File: src/rtl/mancfg_pkg.sv
// Constants and carrier types for the supply-line Manchester configuration port.
package mancfg_pkg;
  // Clock and link timing.
  localparam int CLK_HZ = 20_000_000;
  localparam int MIN_RATE_BPS = 4_000;
  localparam int MAX_RATE_BPS = 50_000;
  localparam int RATE_TOL_PCT = 11;
  // Shortest and longest legal half bit cell in clock cycles, with bit-time tolerance.
  localparam int HALF_MIN_CYC = CLK_HZ / (2 * MAX_RATE_BPS) * (100 - RATE_TOL_PCT) / 100;
  localparam int HALF_MAX_CYC = CLK_HZ / (2 * MIN_RATE_BPS) * (100 + RATE_TOL_PCT) / 100;
  localparam int CNT_W = 14;
  // Sleep interval step.
  localparam int SLEEP_STEP_US = 2000;
  localparam int SLEEP_STEP_CYC = CLK_HZ / 1_000_000 * SLEEP_STEP_US;
  // Frame layout: die address, command, memory address, optional data word.
  localparam int SHORT_BITS = 10;
  localparam int WRITE_BITS = 42;
  localparam logic [1:0] CMD_WRITE = 2'h0;
  localparam logic [1:0] CMD_READ = 2'h1;
  localparam logic [1:0] CMD_OPEN = 2'h2;
  localparam logic [1:0] CMD_CLOSE = 2'h3;
  // Memory map; address bit 5 selects volatile memory.
  localparam int VOL_SEL_BIT = 5;
  localparam logic [4:0] TURN_WORD = 5'h15;
  localparam int TURN_BIT = 18;
  localparam int SLEEP_LSB = 10;
  localparam int VEL_LSB = 0;
  localparam logic [4:0] AWAKE_WORD = 5'h16;
  localparam int AWAKE_LSB = 12;
  localparam int SLEEP_LIM_LSB = 0;
  localparam logic [4:0] LOCK_WORD = 5'h19;
  localparam int LOCK_BIT = 18;
  // Field defaults.
  localparam logic [0:0] TURN_RST = 1'h0;
  localparam logic [7:0] SLEEP_RST = 8'h30;
  localparam logic [9:0] VEL_RST = 10'h09d;
  localparam logic [10:0] AWAKE_RST = 11'h01a;
  localparam logic [10:0] SLEEP_LIM_RST = 11'h2aa;
  localparam logic [31:0] WORD15_RST = (32'(TURN_RST) << TURN_BIT)
      | (32'(SLEEP_RST) << SLEEP_LSB) | (32'(VEL_RST) << VEL_LSB);
  localparam logic [31:0] WORD16_RST = (32'(AWAKE_RST) << AWAKE_LSB)
      | (32'(SLEEP_LIM_RST) << SLEEP_LIM_LSB);

  // Configuration fields handed to the low-power and turns logic.
  typedef struct packed {
    logic turnStep45;
    logic [7:0] sleepIntervalSetting;
    logic [9:0] velocityWindowSetting;
    logic [10:0] awakeMotionLimitSetting;
    logic [10:0] sleepMotionLimitSetting;
  } cfg_t;

  // One decoded command frame.
  typedef struct packed {
    logic [1:0] die;
    logic [1:0] cmd;
    logic [5:0] addr;
    logic [31:0] data;
  } frame_t;
endpackage

File: src/rtl/supply_line_manchester_config_port.sv
// Manchester command receiver, reply sender and configuration memory of the sensor.
// How it works
// Word 0x15 bit 18 picks turn step: 0 gives 180 degrees, 1 gives 45.
// Eight-bit sleep interval field, default 48, counts roughly 2 ms steps.
// Ten-bit velocity window field, default 157, is held and exported.
// Eleven-bit awake motion limit at word 0x16 bits 22..12, default 26.
// Eleven-bit sleep motion limit field, default 682, is held and exported.
// Rising mid-cell edge is a 0, falling mid-cell edge is a 1.
// Address and data travel most significant bit first.
// Two strap pins give the die address, four dies addressable.
// Lock bit at word 0x19 bit 18 makes the port ignore the line.
// Unlocked port listens always but acts only after the open code.
// Open code enters communication mode; output pin carries replies.
// Close code returns the output pin to angle data.
// Entering communication mode abandons any angle frame in flight.
// Commands arrive on the supply line, read replies leave on output pin.
// The port never starts an exchange by itself.
// Only write, read, open and close commands are recognised.
// Both EEPROM and volatile memory are readable and writable.
// Controller sends two high-voltage strobes after each EEPROM write.
// Two detected strobes commit the pending EEPROM write.
// Controller keeps 4 to 50 kbps; receiver follows each frame's rate.
// Incomplete or malformed frames change neither memory nor mode.
`timescale 1ns/1ps
`default_nettype none
module supply_line_manchester_config_port #(
  parameter int SLEEP_STEP_CYCLES = mancfg_pkg::SLEEP_STEP_CYC
) (
  input wire logic mclk,
  input wire logic rst_b,
  input wire logic supplyData,
  input wire logic progStrobe,
  input wire logic dieAddrBit0,
  input wire logic dieAddrBit1,
  input wire logic angleLevel,
  input wire logic lowPowerState,
  output logic nibbleOut,
  output logic commMode,
  output logic angleAbort,
  output logic sleepWake,
  output mancfg_pkg::cfg_t cfg
);
  initial begin
    if (SLEEP_STEP_CYCLES < 1 || SLEEP_STEP_CYCLES > 65535) begin
      $error("SLEEP_STEP_CYCLES out of range");
    end
  end

  typedef enum logic [1:0] {RX_IDLE, RX_SYNC, RX_BITS} rx_state_t;
  typedef enum logic [1:0] {TX_IDLE, TX_WAIT, TX_SEND} tx_state_t;

  // Reset release through two flops; assertion stays asynchronous.
  logic rstMeta, rstSync;
  always_ff @(posedge mclk or negedge rst_b) begin
    if (!rst_b) begin
      rstMeta <= 1'b0;
      rstSync <= 1'b0;
    end else begin
      rstMeta <= 1'b1;
      rstSync <= rstMeta;
    end
  end
  wire logic rstN = rstSync;

  // Pin synchronisers; only the second stage is read by logic.
  logic [3:0] pinMeta, pinSync;
  always_ff @(posedge mclk or negedge rstN) begin
    if (!rstN) begin
      pinMeta <= 4'h1;
      pinSync <= 4'h1;
    end else begin
      pinMeta <= {dieAddrBit1, dieAddrBit0, progStrobe, supplyData};
      pinSync <= pinMeta;
    end
  end

  // Straps are sampled until the synchroniser holds real pin levels, then kept.
  logic [1:0] dieAddr;
  logic [1:0] strapAge;
  always_ff @(posedge mclk or negedge rstN) begin
    if (!rstN) begin
      dieAddr <= 2'h0;
      strapAge <= 2'h0;
    end else if (strapAge != 2'h3) begin
      dieAddr <= pinSync[3:2];
      strapAge <= strapAge + 2'h1;
    end
  end

  // Edge detection on the synchronised supply line and strobe.
  logic lineD, strobeD;
  always_ff @(posedge mclk or negedge rstN) begin
    if (!rstN) begin
      lineD <= 1'b1;
      strobeD <= 1'b0;
    end else begin
      lineD <= pinSync[0];
      strobeD <= pinSync[1];
    end
  end
  wire logic riseEdge = pinSync[0] & ~lineD;
  wire logic fallEdge = ~pinSync[0] & lineD;
  wire logic strobeRise = pinSync[1] & ~strobeD;

  // Memories and lock bit.
  logic [31:0] eeMem [32];
  logic [31:0] volMem [32];
  wire logic locked = eeMem[mancfg_pkg::LOCK_WORD][mancfg_pkg::LOCK_BIT];

  // Receiver: the sync cell's low half sets the rate for the whole frame.
  rx_state_t rxState;
  logic [mancfg_pkg::CNT_W-1:0] rxCnt, halfCyc;
  logic [41:0] rxShift;
  logic [5:0] rxBits;
  logic frameEnd;
  localparam int CNT_W = mancfg_pkg::CNT_W;
  wire logic [mancfg_pkg::CNT_W-1:0] midGate = halfCyc + (halfCyc >> 1);
  wire logic [mancfg_pkg::CNT_W-1:0] endGate = CNT_W'(3 * 32'(halfCyc));
  wire logic rateOk = rxCnt >= CNT_W'(mancfg_pkg::HALF_MIN_CYC);
  always_ff @(posedge mclk or negedge rstN) begin
    if (!rstN) begin
      rxState <= RX_IDLE;
      rxCnt <= '0;
      halfCyc <= '0;
      rxShift <= '0;
      rxBits <= '0;
      frameEnd <= 1'b0;
    end else begin
      frameEnd <= 1'b0;
      unique case (rxState)
        RX_IDLE: begin
          rxCnt <= CNT_W'(1); // The falling edge cycle is the first low cycle.
          if (fallEdge && !locked) begin
            rxState <= RX_SYNC;
          end
        end
        RX_SYNC: begin
          if (locked) begin
            rxState <= RX_IDLE;
          end else if (riseEdge) begin
            halfCyc <= rxCnt;
            rxCnt <= '0;
            rxBits <= '0;
            rxState <= rateOk ? RX_BITS : RX_IDLE;
          end else if (rxCnt == CNT_W'(mancfg_pkg::HALF_MAX_CYC)) begin
            rxState <= RX_IDLE;
          end else begin
            rxCnt <= rxCnt + 1'b1;
          end
        end
        RX_BITS: begin
          if ((riseEdge || fallEdge) && rxCnt >= midGate) begin
            rxShift <= {rxShift[40:0], fallEdge};
            rxBits <= (rxBits == 6'h3f) ? rxBits : rxBits + 1'b1;
            rxCnt <= '0;
          end else if (rxCnt >= endGate) begin
            rxState <= RX_IDLE;
            frameEnd <= ~locked;
          end else begin
            rxCnt <= rxCnt + 1'b1;
          end
        end
        default: rxState <= RX_IDLE;
      endcase
    end
  end

  // Frame decode; long frames carry a data word behind the address.
  wire logic isLong = rxBits == 6'(mancfg_pkg::WRITE_BITS);
  wire logic isShort = rxBits == 6'(mancfg_pkg::SHORT_BITS);
  mancfg_pkg::frame_t frm;
  assign frm = isLong ? rxShift : {rxShift[9:0], 32'h0};
  wire logic lenOk = (isLong && frm.cmd == mancfg_pkg::CMD_WRITE)
      || (isShort && frm.cmd != mancfg_pkg::CMD_WRITE);
  wire logic accept = frameEnd && lenOk && frm.die == dieAddr;
  wire logic doOpen = accept && frm.cmd == mancfg_pkg::CMD_OPEN;
  wire logic doClose = accept && frm.cmd == mancfg_pkg::CMD_CLOSE;
  wire logic doRead = accept && commMode && frm.cmd == mancfg_pkg::CMD_READ;
  wire logic doWrite = accept && commMode && frm.cmd == mancfg_pkg::CMD_WRITE;
  wire logic volSel = frm.addr[mancfg_pkg::VOL_SEL_BIT];
  wire logic [4:0] wordSel = frm.addr[4:0];

  // Communication mode and the one-cycle abort to the angle framer.
  always_ff @(posedge mclk or negedge rstN) begin
    if (!rstN) begin
      commMode <= 1'b0;
      angleAbort <= 1'b0;
    end else begin
      angleAbort <= doOpen && !commMode;
      if (locked) begin
        commMode <= 1'b0;
      end else if (doOpen) begin
        commMode <= 1'b1;
      end else if (doClose) begin
        commMode <= 1'b0;
      end
    end
  end

  // EEPROM writes wait in a holding word until two strobes commit them.
  logic pendValid, strobeSeen;
  logic [4:0] pendAddr;
  logic [31:0] pendData;
  function automatic logic [31:0] eeDefault(input int idx);
    if (idx == int'(mancfg_pkg::TURN_WORD)) begin
      return mancfg_pkg::WORD15_RST;
    end
    if (idx == int'(mancfg_pkg::AWAKE_WORD)) begin
      return mancfg_pkg::WORD16_RST;
    end
    return 32'h0;
  endfunction
  always_ff @(posedge mclk or negedge rstN) begin
    if (!rstN) begin
      pendValid <= 1'b0;
      strobeSeen <= 1'b0;
      pendAddr <= '0;
      pendData <= '0;
      for (int i = 0; i < 32; i++) begin
        eeMem[i] <= eeDefault(i);
        volMem[i] <= 32'h0;
      end
    end else begin
      if (doWrite && volSel) begin
        volMem[wordSel] <= frm.data;
      end
      if (doWrite && !volSel) begin
        pendValid <= 1'b1;
        strobeSeen <= 1'b0;
        pendAddr <= wordSel;
        pendData <= frm.data;
      end else if (pendValid && strobeRise) begin
        if (strobeSeen) begin
          eeMem[pendAddr] <= pendData;
          pendValid <= 1'b0;
          strobeSeen <= 1'b0;
        end else begin
          strobeSeen <= 1'b1;
        end
      end
    end
  end

  // Reply sender: waits 5/8 bit, then a 0 sync bit and 32 data bits.
  tx_state_t txState;
  logic [CNT_W-1:0] txCnt;
  logic [32:0] txShift;
  logic [5:0] txLeft;
  logic txPhase;
  wire logic [CNT_W-1:0] txDelay = halfCyc + (halfCyc >> 2);
  wire logic [31:0] readWord = volSel ? volMem[wordSel] : eeMem[wordSel];
  wire logic halfDone = txCnt >= halfCyc - 1'b1;
  always_ff @(posedge mclk or negedge rstN) begin
    if (!rstN) begin
      txState <= TX_IDLE;
      txCnt <= '0;
      txShift <= '0;
      txLeft <= '0;
      txPhase <= 1'b0;
    end else begin
      unique case (txState)
        TX_IDLE: begin
          txCnt <= '0;
          txPhase <= 1'b0;
          if (doRead) begin
            txShift <= {1'b0, readWord};
            txLeft <= 6'h21;
            txState <= TX_WAIT;
          end
        end
        TX_WAIT: begin
          txCnt <= txCnt + 1'b1;
          if (txCnt >= txDelay) begin
            txCnt <= '0;
            txState <= TX_SEND;
          end
        end
        TX_SEND: begin
          txCnt <= halfDone ? '0 : txCnt + 1'b1;
          if (halfDone) begin
            txPhase <= ~txPhase;
            if (txPhase) begin
              txShift <= {txShift[31:0], 1'b0};
              txLeft <= txLeft - 1'b1;
              if (txLeft == 6'h01) begin
                txState <= TX_IDLE;
              end
            end
          end
          if (!commMode) begin
            txState <= TX_IDLE;
          end
        end
        default: txState <= TX_IDLE;
      endcase
    end
  end
  // Low first half then high encodes 0: level is bit in first half, inverse after.
  wire logic txLevel = (txState == TX_SEND) ? (txShift[32] ^ txPhase) : 1'b1;

  // Output pin is registered so the mode switch never glitches the line.
  always_ff @(posedge mclk or negedge rstN) begin
    if (!rstN) begin
      nibbleOut <= 1'b1;
    end else begin
      nibbleOut <= commMode ? txLevel : angleLevel;
    end
  end

  // Configuration fields taken straight from the stored EEPROM words.
  wire logic [31:0] word15 = eeMem[mancfg_pkg::TURN_WORD];
  wire logic [31:0] word16 = eeMem[mancfg_pkg::AWAKE_WORD];
  assign cfg.turnStep45 = word15[mancfg_pkg::TURN_BIT];
  assign cfg.sleepIntervalSetting = word15[mancfg_pkg::SLEEP_LSB +: 8];
  assign cfg.velocityWindowSetting = word15[mancfg_pkg::VEL_LSB +: 10];
  assign cfg.awakeMotionLimitSetting = word16[mancfg_pkg::AWAKE_LSB +: 11];
  assign cfg.sleepMotionLimitSetting = word16[mancfg_pkg::SLEEP_LIM_LSB +: 11];

  // Sleep timer: a 2 ms step enable and a step count; a zero setting acts as one step.
  logic [15:0] stepCnt;
  logic [7:0] sleepSteps;
  wire logic stepTick = stepCnt == 16'(SLEEP_STEP_CYCLES - 1);
  wire logic [7:0] sleepLast = (cfg.sleepIntervalSetting == 8'h0) ? 8'h0
      : cfg.sleepIntervalSetting - 1'b1;
  always_ff @(posedge mclk or negedge rstN) begin
    if (!rstN) begin
      stepCnt <= '0;
      sleepSteps <= '0;
      sleepWake <= 1'b0;
    end else begin
      sleepWake <= 1'b0;
      if (!lowPowerState) begin
        stepCnt <= '0;
        sleepSteps <= '0;
      end else if (stepTick) begin
        stepCnt <= '0;
        sleepSteps <= (sleepSteps >= sleepLast) ? 8'h0 : sleepSteps + 1'b1;
        sleepWake <= sleepSteps >= sleepLast;
      end else begin
        stepCnt <= stepCnt + 1'b1;
      end
    end
  end
endmodule
`default_nettype wire

File: config.mk
export PLATFORM = sky130hd
export DESIGN_NAME = supply_line_manchester_config_port
export DESIGN_NICKNAME = d
export VERILOG_FILES = /design/src/rtl/mancfg_pkg.sv /design/src/rtl/supply_line_manchester_config_port.sv
export SDC_FILE = /design/constraint.sdc
export NUM_CORES = 2
export LEC_CHECK = 0
export BUFFER_PORTS_ARGS = -buffer_cell sky130_fd_sc_hd__buf_4
export CAP_MARGIN = 20
export CORE_UTILIZATION = 50
export CTS_CLUSTER_DIAMETER = 80
export CTS_CLUSTER_SIZE = 20
export DETAILED_ROUTE_END_ITERATION = 10
export HOLD_SLACK_MARGIN = 0.15
export PLACE_DENSITY_LB_ADDON = 0.12
export SLEW_MARGIN = 20
export SYNTH_ARGS = -nofsm -noshare
export SYNTH_HDL_FRONTEND = slang
export SYNTH_SLANG_ARGS = --single-unit
File: constraint.sdc
create_clock -name mclk -period 65.7 [get_ports mclk]
set_input_delay 6.57 -clock mclk [delete_from_list [all_inputs] [get_ports mclk]]
set_output_delay 6.57 -clock mclk [all_outputs]
set_load 0.005 [all_outputs]
==> out/results.txt <==
Prevailing post-synth register cell -> dfrtp_1
Global-route track usage on met3 -> 4.02%
Final core utilization -> 52.9%
Static leakage -> 48.9 nW
Count of filler cells inserted in the layout -> 17966
Stages on the worst setup path -> 1
Number of stages on the worst hold path -> 0
Status -> finished, violations left
Met2 Usage GRT -> 44.7%
Vias in the first global route -> 66811
Met1 routing resource usage after global routing -> 42.1%
Total grt overflow -> 0
Total setup violations reported at the end of the flow -> 0
Final-stage net count -> 8129
Number of maximum-capacitance violations -> 0
Die boundary width -> 461 um
Worst slew margin relative to its limit -> 16.3%
Post-placement cell count -> 10665
Largest fanout of any net on the critical path -> 7
Top post-synthesis cells by area -> dfrtp_1, mux4_2, mux2_2
Asr flop ratio synth -> 100%
Post-Syn Nets -> 8544
Cell area power density -> 21.8 mW/mm^2
Maximum vdd ir drop -> 0.0282 mV
Post-synth EDFFs -> 0
Distinct cell type count of the synthesized netlist -> 80
Largest net degree at the start of global routing -> 182
Instance count of the mapped netlist -> 8418
Remaining antenna violation count after routing -> 0
IO Pins -> 53
Final worst path period need -> 8.13 ns
Total routing usage reported by global routing -> 28.8%
Area growth, synth to finish -> 5.13%
Initial antenna violation count -> 10
Initial drt markers -> 6064
Worst path bufs/invs -> 1
Total power -> 2.41 mW
Routed WL -> 299000 um
Number of port buffers -> 52
Via/cell ratio -> 6.13
Yosys Warn Count -> 0
Vias post-DR -> 66767
Sink Count -> 2266
Wire per inst -> 27.5 um
Placed instance area -> 0.106 mm^2
Cell Count, Final, Fillers Out -> 10885
Biggest cell delay along the critical path -> 0.61 ns
Cells resized by post-CTS repair -> 0
HP Class -> reg2reg
Share of the clock period used by the worst path -> 12.4%
Per-instance average area after synthesis -> 12.5 um^2
Type of the worst setup path -> reg2out
Worst hold slack across all endpoints -> 0.355 ns
Synth Register Bits -> 2266
Residual DRC count -> 2
Most area-hungry cell type in the Yosys netlist -> dfrtp_1
Startpoint kind of the worst setup timing path -> flip-flop
Crit path max-delay cell type -> dfstp_2
Clock insertion delay at the later pin of the skew report -> 0.84 ns
Buffers from clock root to sink, at most -> 3
Core ar. -> 0.209 mm^2
Num CTS Buffers -> 137
RSZ-0062 raised after global routing -> no
Slew Limit Fails -> 0
Maximum clock frequency -> 123 MHz
Root Driver -> clkbuf_16
Hold-fix buffer count after cts -> 0
Setup skew after layout -> 0.0395 ns
Share of the yosys chip area belonging to registers -> 53.9%
Critical Path, Cell by Cell -> buf_4
Count of TritonRoute iterations in the first routing pass -> 10
Global placer's final weighted congestion -> 0.833
Count of buffers added by post-CTS timing repair for setup -> 0
Die Area -> 0.212 mm^2
CP Capture Type -> output pin
Number of standard-cell rows in the floorplan -> 168
Depth of the most critical reg-to-reg path -> 16
Fraction of layout cells with a size suffix above 1 -> 25.0%
First-pass GRT wire length -> 453000 um
Setup_tns -> 0 ns
Most heavily used metal layer in global routing -> met2
Initial cell density of the core -> 50.3%
Post-placement worst setup slack -> 57.90 ns
Summed instance area of the synthesized netlist -> 0.105 mm^2
Worst Slack Setup Final -> 57.57 ns
Worst Max-Slew Pin Slew -> 1.24 ns
Chip height -> 461 um
CTS H-tree depth -> 4
Final Hold Vio Count -> 0
CP Data Required Time -> 59.13 ns
TritonCTS clock tree -> yes
Largest delay contributor family on the critical path -> flip-flops
CP arrival -> 1.56 ns
Post-detailed-placement half-perimeter wirelength -> 177000 um
Post-synth top area share -> 53.4%
Clock slew seen by the registers of the worst setup and hold paths -> 0.08 ns
Failing checks -> design-rule violations
Final instance area -> 0.111 mm^2
-- placed cells by master (no fill, tap or decap), drive strengths merged, types with 11 or more instances in the layout --
| cell | count |
|---|---|
| and3 | 24 |
| mux4 | 512 |
| o211ai | 42 |
| nor2 | 89 |
| xor2 | 28 |
| mux2i | 105 |
| nand4 | 20 |
| mux2 | 1092 |
| a22o | 16 |
| o21ai | 1209 |
| nor2b | 14 |
| a21oi | 147 |
| nand2b | 18 |
| nor4 | 12 |
| nand3 | 49 |
| a21o | 25 |
| a211o | 13 |
| or4 | 35 |
| a2111oi | 11 |
| xnor2 | 31 |
| dfstp | 19 |
| nand2 | 1372 |
| a22oi | 65 |
| a221oi | 20 |
| ha | 116 |
| or3 | 11 |
| nor3 | 67 |
| buf | 258 |
| clkbuf | 194 |
| a211oi | 30 |
| dfrtp | 2247 |
| inv | 71 |
-- final cells by class --
| cell class | count | area (um^2) | area share (%) |
|---|---|---|---|
| inverters | 63 | 236 | 0.214 |
| diodes | 2 | 5.00 | 0.00452 |
| clock inverters | 20 | 285 | 0.258 |
| clock buffers | 194 | 3890 | 3.52 |
| well taps | 2805 | 3510 | 3.17 |
| repair buffers | 258 | 2090 | 1.89 |
| multi-input cells | 5277 | 43900 | 39.7 |
| flip-flops and latches | 2266 | 56700 | 51.3 |
-- path summary, 6_finish.rpt --
| check | startpoint | endpoint | slack [ns] |
|---|---|---|---|
| max reg2reg | rxBits[0]$_DFFE_PN0P_ | txShift[18]$_DFFE_PN0P_ | 59.10 |
| max in group asynchronous | rst_b | rstN$_DFF_PN0_ | 60.09 |
| max | word15[14]$_DFFE_PN1P_ | cfg[36] | 57.57 |
| min reg2reg | rstMeta$_DFF_PN0_ | rstN$_DFF_PN0_ | 0.36 |
| min | rstMeta$_DFF_PN0_ | rstN$_DFF_PN0_ | 0.36 |
| min in group asynchronous | rstN$_DFF_PN0_ | eeMem[263]$_DFFE_PN0P_ | 0.43 |
-- registers in the layout, summed over array words and instances (netlist names), 4 cells and up --
signal and count:
txLeft 6, pendData 32, txShift 33, halfCyc 14, pinSync 4, rxCnt 14, eeMem 960, sleepSteps 8
rxBits 6, word16 32, txCnt 14, volMem 1024, pinMeta 4, word15 32, stepCnt 16, pendAddr 5
rxShift 42
-- cells in the mapped netlist (13+ instances only) --
library cell  count
a211o_1          13
a211oi_1         30
a21o_1           25
a21oi_1         147
a221oi_1         20
a22o_1           16
a22oi_1          65
and3_1           24
buf_1            29
buf_2           163
buf_4            87
buf_6           169
clkbuf_1        358
dfrtp_1        2247
dfstp_2          19
ha_1            116
inv_1            62
mux2_1          208
mux2_2          884
mux2i_1         105
mux4_2          512
nand2_1        1372
nand2b_1         18
nand3_1          49
nand4_1          19
nor2_1           89
nor2b_1          14
nor3_1           65
o211ai_1         42
o21ai_0         367
o21ai_1         781
o21ai_2          61
or4_1            33
xnor2_1          31
xor2_1           28
-- metal layers --
metal,routed length [um],up-vias
met5,34,-
met4,9140,6
met3,17300,397
met2,139000,1855
met1,134000,35240
li1,-,29269
-- cells by family after synthesis --
| logic type | count (synthesis) | share of synthesized area [%] |
|---|---|---|
| compound gates | 1649 | 8.89 |
| xor+xnor | 59 | 0.491 |
| fa+ha+maj | 120 | 1.44 |
| buf+inv | 875 | 4.84 |
| flops | 2266 | 53.9 |
| mux | 1709 | 23.6 |
| other cells | 1 | 0.00356 |
| simple gates | 1739 | 6.83 |
-- power breakdown --
group	total, mW	leakage [nW]	switching, mW	internal, mW
Combinational	0.0903	15.3	0.0596	0.0307
Sequential	1.40	31.5	0.00394	1.40
Clock	0.919	2.02	0.489	0.430
(Power assumes the default switching activity.)
